--- src/shared/tld_defs.vh ---
// Functional notes
// - Dual select: latches transparent while both low
// - Select rising edge writes decoded data to position
// - Lowest address input is the address LSB
// - Annunciator bit high on, low off
// - Serial input feeds one shift register, high=1
// - Data clock rising edge shifts one bit in
// - Ten-digit serial: eleventh edge resets shifter, control
// - Five-character serial: tenth edge resets shifter, control
// - Write edge with accepted low commits, then resets
// - Display level near supply: shutdown, all common and segment pins high
// - Three commons, segment lines serve three elements
// - Each common active twice per frame, both polarities
// - Off sees one third, on 1.92 times that
// - Ten-digit serial: six data then four address
// - Eight-digit parallel: six data, three address, one select
// - Numeric: four code bits, two annunciator bits
// - Alphanumeric: six-bit code stored three times across 18 elements, not decoded
`ifndef TLD_DEFS_VH
`define TLD_DEFS_VH

// ----------------------------------------------------------------
// Input word layout
// ----------------------------------------------------------------
`define TLD_DATA_BITS 6
`define TLD_CODE_MSB 3
`define TLD_ANN_FIRST 4
`define TLD_ANN_SECOND 5
`define TLD_CNT_W 4
`define TLD_CNT_ZERO 4'h0
`define TLD_CNT_ONE 4'h1

// ----------------------------------------------------------------
// Display organisation
// ----------------------------------------------------------------
`define TLD_NUM_ELEMS 9
`define TLD_ALPHA_ELEMS 18
`define TLD_COMMONS 3

// ----------------------------------------------------------------
// Drive levels, in thirds of the peak voltage above the low end
// ----------------------------------------------------------------
`define TLD_LVL_W 2
`define TLD_LVL_TOP 2'h3
`define TLD_LVL_UPPER 2'h2
`define TLD_LVL_LOWER 2'h1
`define TLD_LVL_BOTTOM 2'h0

// ----------------------------------------------------------------
// Frame timing
// ----------------------------------------------------------------
`define TLD_CLK_HZ 100000000
`define TLD_FRAME_HZ 90
`define TLD_PHASES 6
`define TLD_PHASE_CYCLES (`TLD_CLK_HZ / (`TLD_FRAME_HZ * `TLD_PHASES))
`define TLD_PRE_W 20

`endif

--- src/core/tld_driver.v ---
`include "tld_defs.vh"

module tld_driver #(
   parameter SERIAL = 1,
   parameter ALPHA = 0,
   parameter NPOS = 10,
   parameter AW = 4,
   parameter PHASE_CYCLES = `TLD_PHASE_CYCLES
) (
   input wire sys_clk,
   input wire rst,
   input wire select_a_n,
   input wire select_b_n,
   input wire [`TLD_DATA_BITS-1:0] char_bits,
   input wire [AW-1:0] digit_addr,
   input wire data_clock,
   input wire serial_data,
   input wire write_strobe,
   input wire display_level_pin,
   output reg data_accepted,
   output reg [`TLD_LVL_W-1:0] row_drive_first,
   output reg [`TLD_LVL_W-1:0] row_drive_second,
   output reg [`TLD_LVL_W-1:0] row_drive_third,
   output reg [NPOS*((ALPHA ? `TLD_ALPHA_ELEMS : `TLD_NUM_ELEMS)/3)
               *`TLD_LVL_W-1:0] seg_drive
);

   localparam ELEMS = ALPHA ? `TLD_ALPHA_ELEMS : `TLD_NUM_ELEMS;
   localparam LINES = ELEMS / `TLD_COMMONS;
   localparam NB = `TLD_DATA_BITS + AW;
   localparam IW = 6 + `TLD_DATA_BITS + AW;
   localparam [`TLD_CNT_W-1:0] FULL = NB[`TLD_CNT_W-1:0];
   localparam [`TLD_PRE_W-1:0] PRE_LAST =
      PHASE_CYCLES[`TLD_PRE_W-1:0] - 1'b1;
   // One-hot frame phases: three common-high, then three common-low
   localparam [5:0] PH_H1 = 6'h01;
   localparam [5:0] PH_H2 = 6'h02;
   localparam [5:0] PH_H3 = 6'h04;
   localparam [5:0] PH_L1 = 6'h08;
   localparam [5:0] PH_L2 = 6'h10;
   localparam [5:0] PH_L3 = 6'h20;

   // ----------------------------------------------------------------
   // Character decode
   // ----------------------------------------------------------------
   // Numeric: 7 segments plus two annunciators; alphanumeric keeps the
   // code itself in place of the font, since the glyph table is external
   function [`TLD_ALPHA_ELEMS-1:0] tld_decode;
      input [`TLD_DATA_BITS-1:0] code;
      reg [6:0] seg;
      begin
         case (code[`TLD_CODE_MSB:0])
            4'h0: seg = 7'h3f;
            4'h1: seg = 7'h06;
            4'h2: seg = 7'h5b;
            4'h3: seg = 7'h4f;
            4'h4: seg = 7'h66;
            4'h5: seg = 7'h6d;
            4'h6: seg = 7'h7d;
            4'h7: seg = 7'h07;
            4'h8: seg = 7'h7f;
            4'h9: seg = 7'h6f;
            4'ha: seg = 7'h40;
            4'hb: seg = 7'h79;
            4'hc: seg = 7'h76;
            4'hd: seg = 7'h38;
            4'he: seg = 7'h73;
            default: seg = 7'h00;
         endcase
         if (ALPHA)
            tld_decode = {code, code, code};
         else
            tld_decode = {9'h000, code[`TLD_ANN_SECOND],
                          code[`TLD_ANN_FIRST], seg};
      end
   endfunction

   // ----------------------------------------------------------------
   // Input synchronisers
   // ----------------------------------------------------------------
   // Reset to all ones so idle-high strobes give no false edge
   reg [IW-1:0] sync_a;
   reg [IW-1:0] sync_b;
   always @(posedge sys_clk) begin
      if (rst) begin
         sync_a <= {IW{1'b1}};
         sync_b <= {IW{1'b1}};
      end else begin
         sync_a <= {select_a_n, select_b_n, data_clock, serial_data,
                    write_strobe, display_level_pin, char_bits,
                    digit_addr};
         sync_b <= sync_a;
      end
   end

   wire [AW-1:0] s_addr = sync_b[AW-1:0];
   wire [`TLD_DATA_BITS-1:0] s_code = sync_b[AW+`TLD_DATA_BITS-1:AW];
   wire s_shut = sync_b[AW+`TLD_DATA_BITS];
   wire s_wr = sync_b[AW+`TLD_DATA_BITS+1];
   wire s_sdin = sync_b[AW+`TLD_DATA_BITS+2];
   wire s_dclk = sync_b[AW+`TLD_DATA_BITS+3];
   // Single-select variant uses only the first select
   wire s_sel_b = ALPHA ? sync_b[IW-2] : sync_b[IW-1];
   wire s_sel_a = sync_b[IW-1];

   // Previous levels for edge detection
   reg sel_a_q;
   reg sel_b_q;
   reg dclk_q;
   reg wr_q;
   always @(posedge sys_clk) begin
      if (rst) begin
         sel_a_q <= 1'b1;
         sel_b_q <= 1'b1;
         dclk_q <= 1'b1;
         wr_q <= 1'b1;
      end else begin
         sel_a_q <= s_sel_a;
         sel_b_q <= s_sel_b;
         dclk_q <= s_dclk;
         wr_q <= s_wr;
      end
   end

   wire sel_rise = (s_sel_a & ~sel_a_q) | (s_sel_b & ~sel_b_q);
   wire dclk_rise = s_dclk & ~dclk_q;
   wire wr_rise = s_wr & ~wr_q;

   // ----------------------------------------------------------------
   // Parallel input latches
   // ----------------------------------------------------------------
   // Transparent while both selects low; holds once either rises
   reg [`TLD_DATA_BITS-1:0] par_code;
   reg [AW-1:0] par_addr;
   always @(posedge sys_clk) begin
      if (rst) begin
         par_code <= {`TLD_DATA_BITS{1'b0}};
         par_addr <= {AW{1'b0}};
      end else if (!s_sel_a && !s_sel_b) begin
         par_code <= s_code;
         par_addr <= s_addr;
      end
   end

   // ----------------------------------------------------------------
   // Serial shift register and control counter
   // ----------------------------------------------------------------
   // Data bits go in first, so they end at the top; address last
   reg [NB-1:0] shreg;
   reg [`TLD_CNT_W-1:0] bit_cnt;
   always @(posedge sys_clk) begin
      if (rst) begin
         shreg <= {NB{1'b0}};
         bit_cnt <= `TLD_CNT_ZERO;
      end else if (wr_rise) begin
         shreg <= {NB{1'b0}};
         bit_cnt <= `TLD_CNT_ZERO;
      end else if (dclk_rise) begin
         if (bit_cnt == FULL) begin
            shreg <= {NB{1'b0}};
            bit_cnt <= `TLD_CNT_ZERO;
         end else begin
            shreg <= {shreg[NB-2:0], s_sdin};
            bit_cnt <= bit_cnt + `TLD_CNT_ONE;
         end
      end
   end

   // Accepted goes low one clock after a full word sits in the serial shifter
   always @(posedge sys_clk) begin
      if (rst)
         data_accepted <= 1'b1;
      else
         data_accepted <= !(SERIAL && bit_cnt == FULL);
   end

   // ----------------------------------------------------------------
   // Write selection and display memory
   // ----------------------------------------------------------------
   reg wr_en;
   reg [AW-1:0] wr_addr;
   reg [`TLD_DATA_BITS-1:0] wr_code;
   always @* begin
      if (SERIAL) begin
         wr_en = wr_rise && !data_accepted;
         wr_addr = shreg[AW-1:0];
         wr_code = shreg[NB-1:AW];
      end else begin
         wr_en = sel_rise;
         wr_addr = par_addr;
         wr_code = par_code;
      end
   end

   // Contents survive shutdown; only reset clears them
   reg [ELEMS-1:0] pat [0:NPOS-1];
   integer i;
   // Decoder is sized for the widest font; numeric keeps the low part
   wire [`TLD_ALPHA_ELEMS-1:0] dec_word = tld_decode(wr_code);
   always @(posedge sys_clk) begin
      if (rst) begin
         for (i = 0; i < NPOS; i = i + 1)
            pat[i] <= {ELEMS{1'b0}};
      end else if (wr_en && wr_addr < NPOS) begin
         pat[wr_addr] <= dec_word[ELEMS-1:0];
      end
   end

   // ----------------------------------------------------------------
   // Frame oscillator
   // ----------------------------------------------------------------
   // Stands still in shutdown, as the real oscillator does
   reg [`TLD_PRE_W-1:0] pre;
   reg [5:0] phase;
   always @(posedge sys_clk) begin
      if (rst) begin
         pre <= {`TLD_PRE_W{1'b0}};
         phase <= PH_H1;
      end else if (!s_shut) begin
         if (pre == PRE_LAST) begin
            pre <= {`TLD_PRE_W{1'b0}};
            case (phase)
               PH_H1: phase <= PH_H2;
               PH_H2: phase <= PH_H3;
               PH_H3: phase <= PH_L1;
               PH_L1: phase <= PH_L2;
               PH_L2: phase <= PH_L3;
               PH_L3: phase <= PH_H1;
               default: phase <= PH_H1;
            endcase
         end else begin
            pre <= pre + {{(`TLD_PRE_W-1){1'b0}}, 1'b1};
         end
      end
   end

   wire pol_high = |phase[2:0];
   wire act1 = phase[0] | phase[3];
   wire act2 = phase[1] | phase[4];
   wire act3 = phase[2] | phase[5];
   wire [1:0] cidx = act1 ? 2'h0 : (act2 ? 2'h1 : 2'h2);

   // Common level: active at the extreme, idle two thirds from it
   function [`TLD_LVL_W-1:0] tld_com_lvl;
      input act;
      input high;
      begin
         if (act)
            tld_com_lvl = high ? `TLD_LVL_TOP : `TLD_LVL_BOTTOM;
         else
            tld_com_lvl = high ? `TLD_LVL_LOWER : `TLD_LVL_UPPER;
      end
   endfunction

   // ----------------------------------------------------------------
   // Output drivers
   // ----------------------------------------------------------------
   always @(posedge sys_clk) begin
      if (rst || s_shut) begin
         row_drive_first <= `TLD_LVL_TOP;
         row_drive_second <= `TLD_LVL_TOP;
         row_drive_third <= `TLD_LVL_TOP;
      end else begin
         row_drive_first <= tld_com_lvl(act1, pol_high);
         row_drive_second <= tld_com_lvl(act2, pol_high);
         row_drive_third <= tld_com_lvl(act3, pol_high);
      end
   end

   // On elements see the full peak, off elements one third of it
   wire [NPOS*LINES*`TLD_LVL_W-1:0] seg_lvl;
   genvar p, l;
   generate
      for (p = 0; p < NPOS; p = p + 1) begin : g_pos
         for (l = 0; l < LINES; l = l + 1) begin : g_line
            localparam integer K = (p * LINES + l) * `TLD_LVL_W;
            wire on = pat[p][l*`TLD_COMMONS + cidx];
            assign seg_lvl[K +: `TLD_LVL_W] = pol_high ?
               (on ? `TLD_LVL_BOTTOM : `TLD_LVL_UPPER) :
               (on ? `TLD_LVL_TOP : `TLD_LVL_LOWER);
         end
      end
   endgenerate

   // One process owns the whole segment bus, so each bit has one driver
   always @(posedge sys_clk) begin
      if (rst || s_shut)
         seg_drive <= {(NPOS*LINES){`TLD_LVL_TOP}};
      else
         seg_drive <= seg_lvl;
   end

endmodule // tld_driver

--- config.mk ---
export PLATFORM = sky130hd
export DESIGN_NAME = tld_driver
export DESIGN_NICKNAME = d
export VERILOG_FILES = /design/src/core/tld_driver.v
export VERILOG_INCLUDE_DIRS = /design/src /design/src/shared
export SDC_FILE = /design/constraint.sdc
export NUM_CORES = 1
export LEC_CHECK = 0
export ABC_AREA = 1
export BUFFER_PORTS_ARGS = -buffer_cell sky130_fd_sc_hd__buf_2
export CAP_MARGIN = 20
export CORE_ASPECT_RATIO = 0.6
export CORE_MARGIN = 2
export CORE_UTILIZATION = 52
export CTS_CLUSTER_DIAMETER = 100
export DETAILED_ROUTE_END_ITERATION = 10
export PLACE_DENSITY_LB_ADDON = 0.15
export SLEW_MARGIN = 15
export SYNTH_ARGS = -nofsm -noshare
export SYNTH_HDL_FRONTEND = slang
export SYNTH_SLANG_ARGS = --single-unit
--- constraint.sdc ---
create_clock -name sys_clk -period 2.5 [get_ports sys_clk]
set_input_delay 0.5 -clock sys_clk [delete_from_list [all_inputs] [get_ports sys_clk]]
set_output_delay 0.5 -clock sys_clk [all_outputs]
set_load 0.01 [all_outputs]
==> results.md <==
- Worst setup EP type: flip-flop
- Syn_area_per_cell: between 8 and 9 um^2
- LEAKAGE: around 3.6 nW
- Die width: 166 um
- Initial antenna violation count: 0
- Postcts setup bufs: 0
- WL final: ~17,000 um
- IO buf count: 72
- Vias in the first global route: 5,497
- Headroom to the max-slew limit: 59.0%
- MaxCap Viol Count: 0
- Post-cts resize count: 0
- Pwr dens: around 670 nW/um^2
- GRT Util Overall: between 20% and 30%
- Final nets: about 1,000
- Syn Inst Count: 958
- Slew Limit Fails: 0
- Worst Hold End: sync_a[12]
- Clock latency at the later pin of the worst-skew pair: approximately 0.43 ns
- VDD IR max: between 0.0003 and 0.0004 V
- Synth-to-layout area growth: 12.8%
- Yosys warns: 0
- Largest net degree at the start of global routing: 31
- Commonest non-fill, non-tap cell in the layout: nand2_1
- Die height: 101 um
- Synthesized net count: between 900 and 1,000
- Worst hold path type: input port to flip-flop
- CP max FO: 10
- Core ar.: between 15,000 and 20,000 um^2
- Flop2flop setup slack: around 0.47 ns
- Hold_buf cts: 0
- Commonest cells after routing, fill and taps aside: nand2_1 (229), nor2_1 (198), dfxtp_1 (93), edfxtp_1 (90), inv_1 (77)
- Reg2Reg Launch Point: wr_q
- IO Pins: 85
- Clock Path Buffers: 2
- FP Rows: 35
- Grt ovf: 0
- Antenna fix cells: 0
- Die footprint: between 15,000 and 20,000 um^2
- GRT met2 Usage: about a third
- Peak Freq: roughly 490 MHz
- #FFs+latches synth: between 150 and 200
- Synth async-reset ratio: 0%
- Status: finished, final reports clean
- HP Start: serial_data
- Routed Antenna Nets: 0
- Grt met1 use: 32.0%
- Setup_tns: 0 ns
- Final Skew: around 0.014 ns
- First drt pass iteration count: 7
- Crit path kind: flip-flop to flip-flop
- Multi-input logic area: between 2000 and 3000 um^2
- Routed length per instance: 13.9 um
- RR Endpoint: pat[3][6]
- Global placement routability congestion: approximately 0.83
- Via Count: about 6,000
- Sequential cell area: between 4000 and 5000 um^2
- CTS sink cnt: ~180
- Post-synthesis sequential area ratio: 55.8%
- Unrepaired setup endpoints after global routing: false
- H-tree lvl count: 4
- Main flop type after synthesis: dfxtp_1
- Finish-stage setup viols: 0
- DR vias/cell: between 4 and 5
- Clock Pin Slew Worst Setup and Hold Paths: approximately 0.070 ns
- Mapped cell area: approximately 8200 um^2
- First-pass GRT wire length: about 28,000 um
- Period minus WS final: roughly 2.0 ns
- Startpoint Class: flip-flop
- Hold Crit Depth: 2
- CTS buffer count: 17
- Post-synth EDFFs: 90
- CP arrival: around 2.1 ns
- GRT met3 Usage: a little over 5%
- Reg2reg path depth: 5
- Initial Util: about 53%
- Final hold vios: 0
- Gr busiest metal: met1
- DP Cell Count: about 1,200
- Share of cells above drive strength 1: about a fifth
- Non-filler cells, final: between 1,000 and 1,500
- Synth unique cells: 34
- # fillers: ~1,300
- Worst Path Required: 2.58 ns
- TritonCTS clock tree: done
- DP HPWL: around 12,000 um
- Fin crit share: 81.3%
- Worst Tran Pin Value: between 0.6 and 0.7 ns
- CTS root buffer: clkbuf_16
- # DRC: 0
- DRT iter0 DRCs: ~520
-- worst max path at each step --
stage | slack (ns) | cells past startpoint | start | to
floorplan | 0.57 | 6 | rst | pat[0][0]
global placement | 0.33 | 6 | rst | pat[3][1]
detailed placement | 0.31 | 6 | rst | pat[3][0]
CTS | 0.47 | 5 | wr_q | pat[3][6]
global route | 0.28 | 8 | phase[0] | row_drive_second[1]
finish | 0.47 | 5 | wr_q | pat[3][6]
-- synthesized netlist by cell type (7+ instances only) --
| cell | n | share of area (%) |
|---|---|---|
| a21oi_1 | 12 | 0.73 |
| buf_2 | 12 | 0.73 |
| buf_4 | 33 | 3.0 |
| dfxtp_1 | 93 | 23 |
| edfxtp_1 | 90 | 33 |
| ha_1 | 9 | 1.4 |
| inv_1 | 77 | 3.5 |
| nand2_1 | 229 | 11 |
| nand2_2 | 12 | 0.92 |
| nand3_1 | 69 | 4.2 |
| nand4_1 | 19 | 1.5 |
| nor2_1 | 199 | 9.1 |
| nor3_1 | 7 | 0.43 |
| o21ai_0 | 13 | 0.79 |
| or2_2 | 33 | 2.5 |
-- cell type report --
class                   instances  share of cell area [%]
repair buffers                 98                    6.02
well taps                     203                    2.75
clock buffers                  18                    4.65
inverters                      82                    3.33
clock inverters                14                    1.72
multi-input cells             636                    32.1
flip-flops and latches        183                    49.4
-- through the flow --
stage | setup WS, ns | utilization [%] | power (mW) | hold slack, ns | cell area, um^2
2_1_floorplan | 0.566 | - | 3.49 | 0.389 | 8180
6_report | 0.467 | 60.1 | 6.15 | 0.252 | 9240
4_1_cts | 0.467 | 60.1 | 6.20 | 0.240 | 9240
3_5_place_dp | 0.310 | 56.3 | 3.55 | 0.396 | 8650
5_1_grt | 0.285 | 60.1 | 6.35 | 0.244 | 9240
3_3_place_gp | 0.333 | 56.3 | 3.54 | 0.395 | 8650
-- logic make-up (layout without fill, tap and decap cells) --
group	Yosys count	after routing	synth area share (%)
buffers and inverters	139	212	8.09
AND/OR/NAND/NOR	586	586	31.6
flip-flops	183	183	55.8
XOR/XNOR	6	6	0.642
AO/OA/AOI/OAI	35	35	2.48
adder cells (fa/ha/maj)	9	9	1.38
-- worst max-delay path: stages, from the launching register on --
cell and delay (ns):
dfxtp_1 0.32, nor3_2 0.31, nand4_1 0.26, nor2_4 0.26, nand3_4 0.18, nand2_1 0.37
-- per-layer routing --
| layer | routed length (um) | vias up |
|---|---|---|
| li1 | - | 3158 |
| met5 | 0 | - |
| met2 | 7100 | 193 |
| met3 | 1260 | 11 |
| met4 | 155 | 0 |
| met1 | 8690 | 2795 |
-- power breakdown --
part	leakage (nW)	switching (mW)	internal [mW]
logic	1.65	0.136	0.0763
registers	1.62	0.0345	3.23
clock network	0.291	1.24	1.43
total	3.56	1.42	4.74
-- registers in the layout, indices dropped and copies added (netlist names), 2 cells and up --
signal / cells
pre: 20
seg_drive: 31
shreg: 10
bit_cnt: 4
phase: 6
sync_a: 4
sync_b: 4
pat: 90
row_drive_first: 2
dec_word: 7
Power figures use the tool's default switching activity.
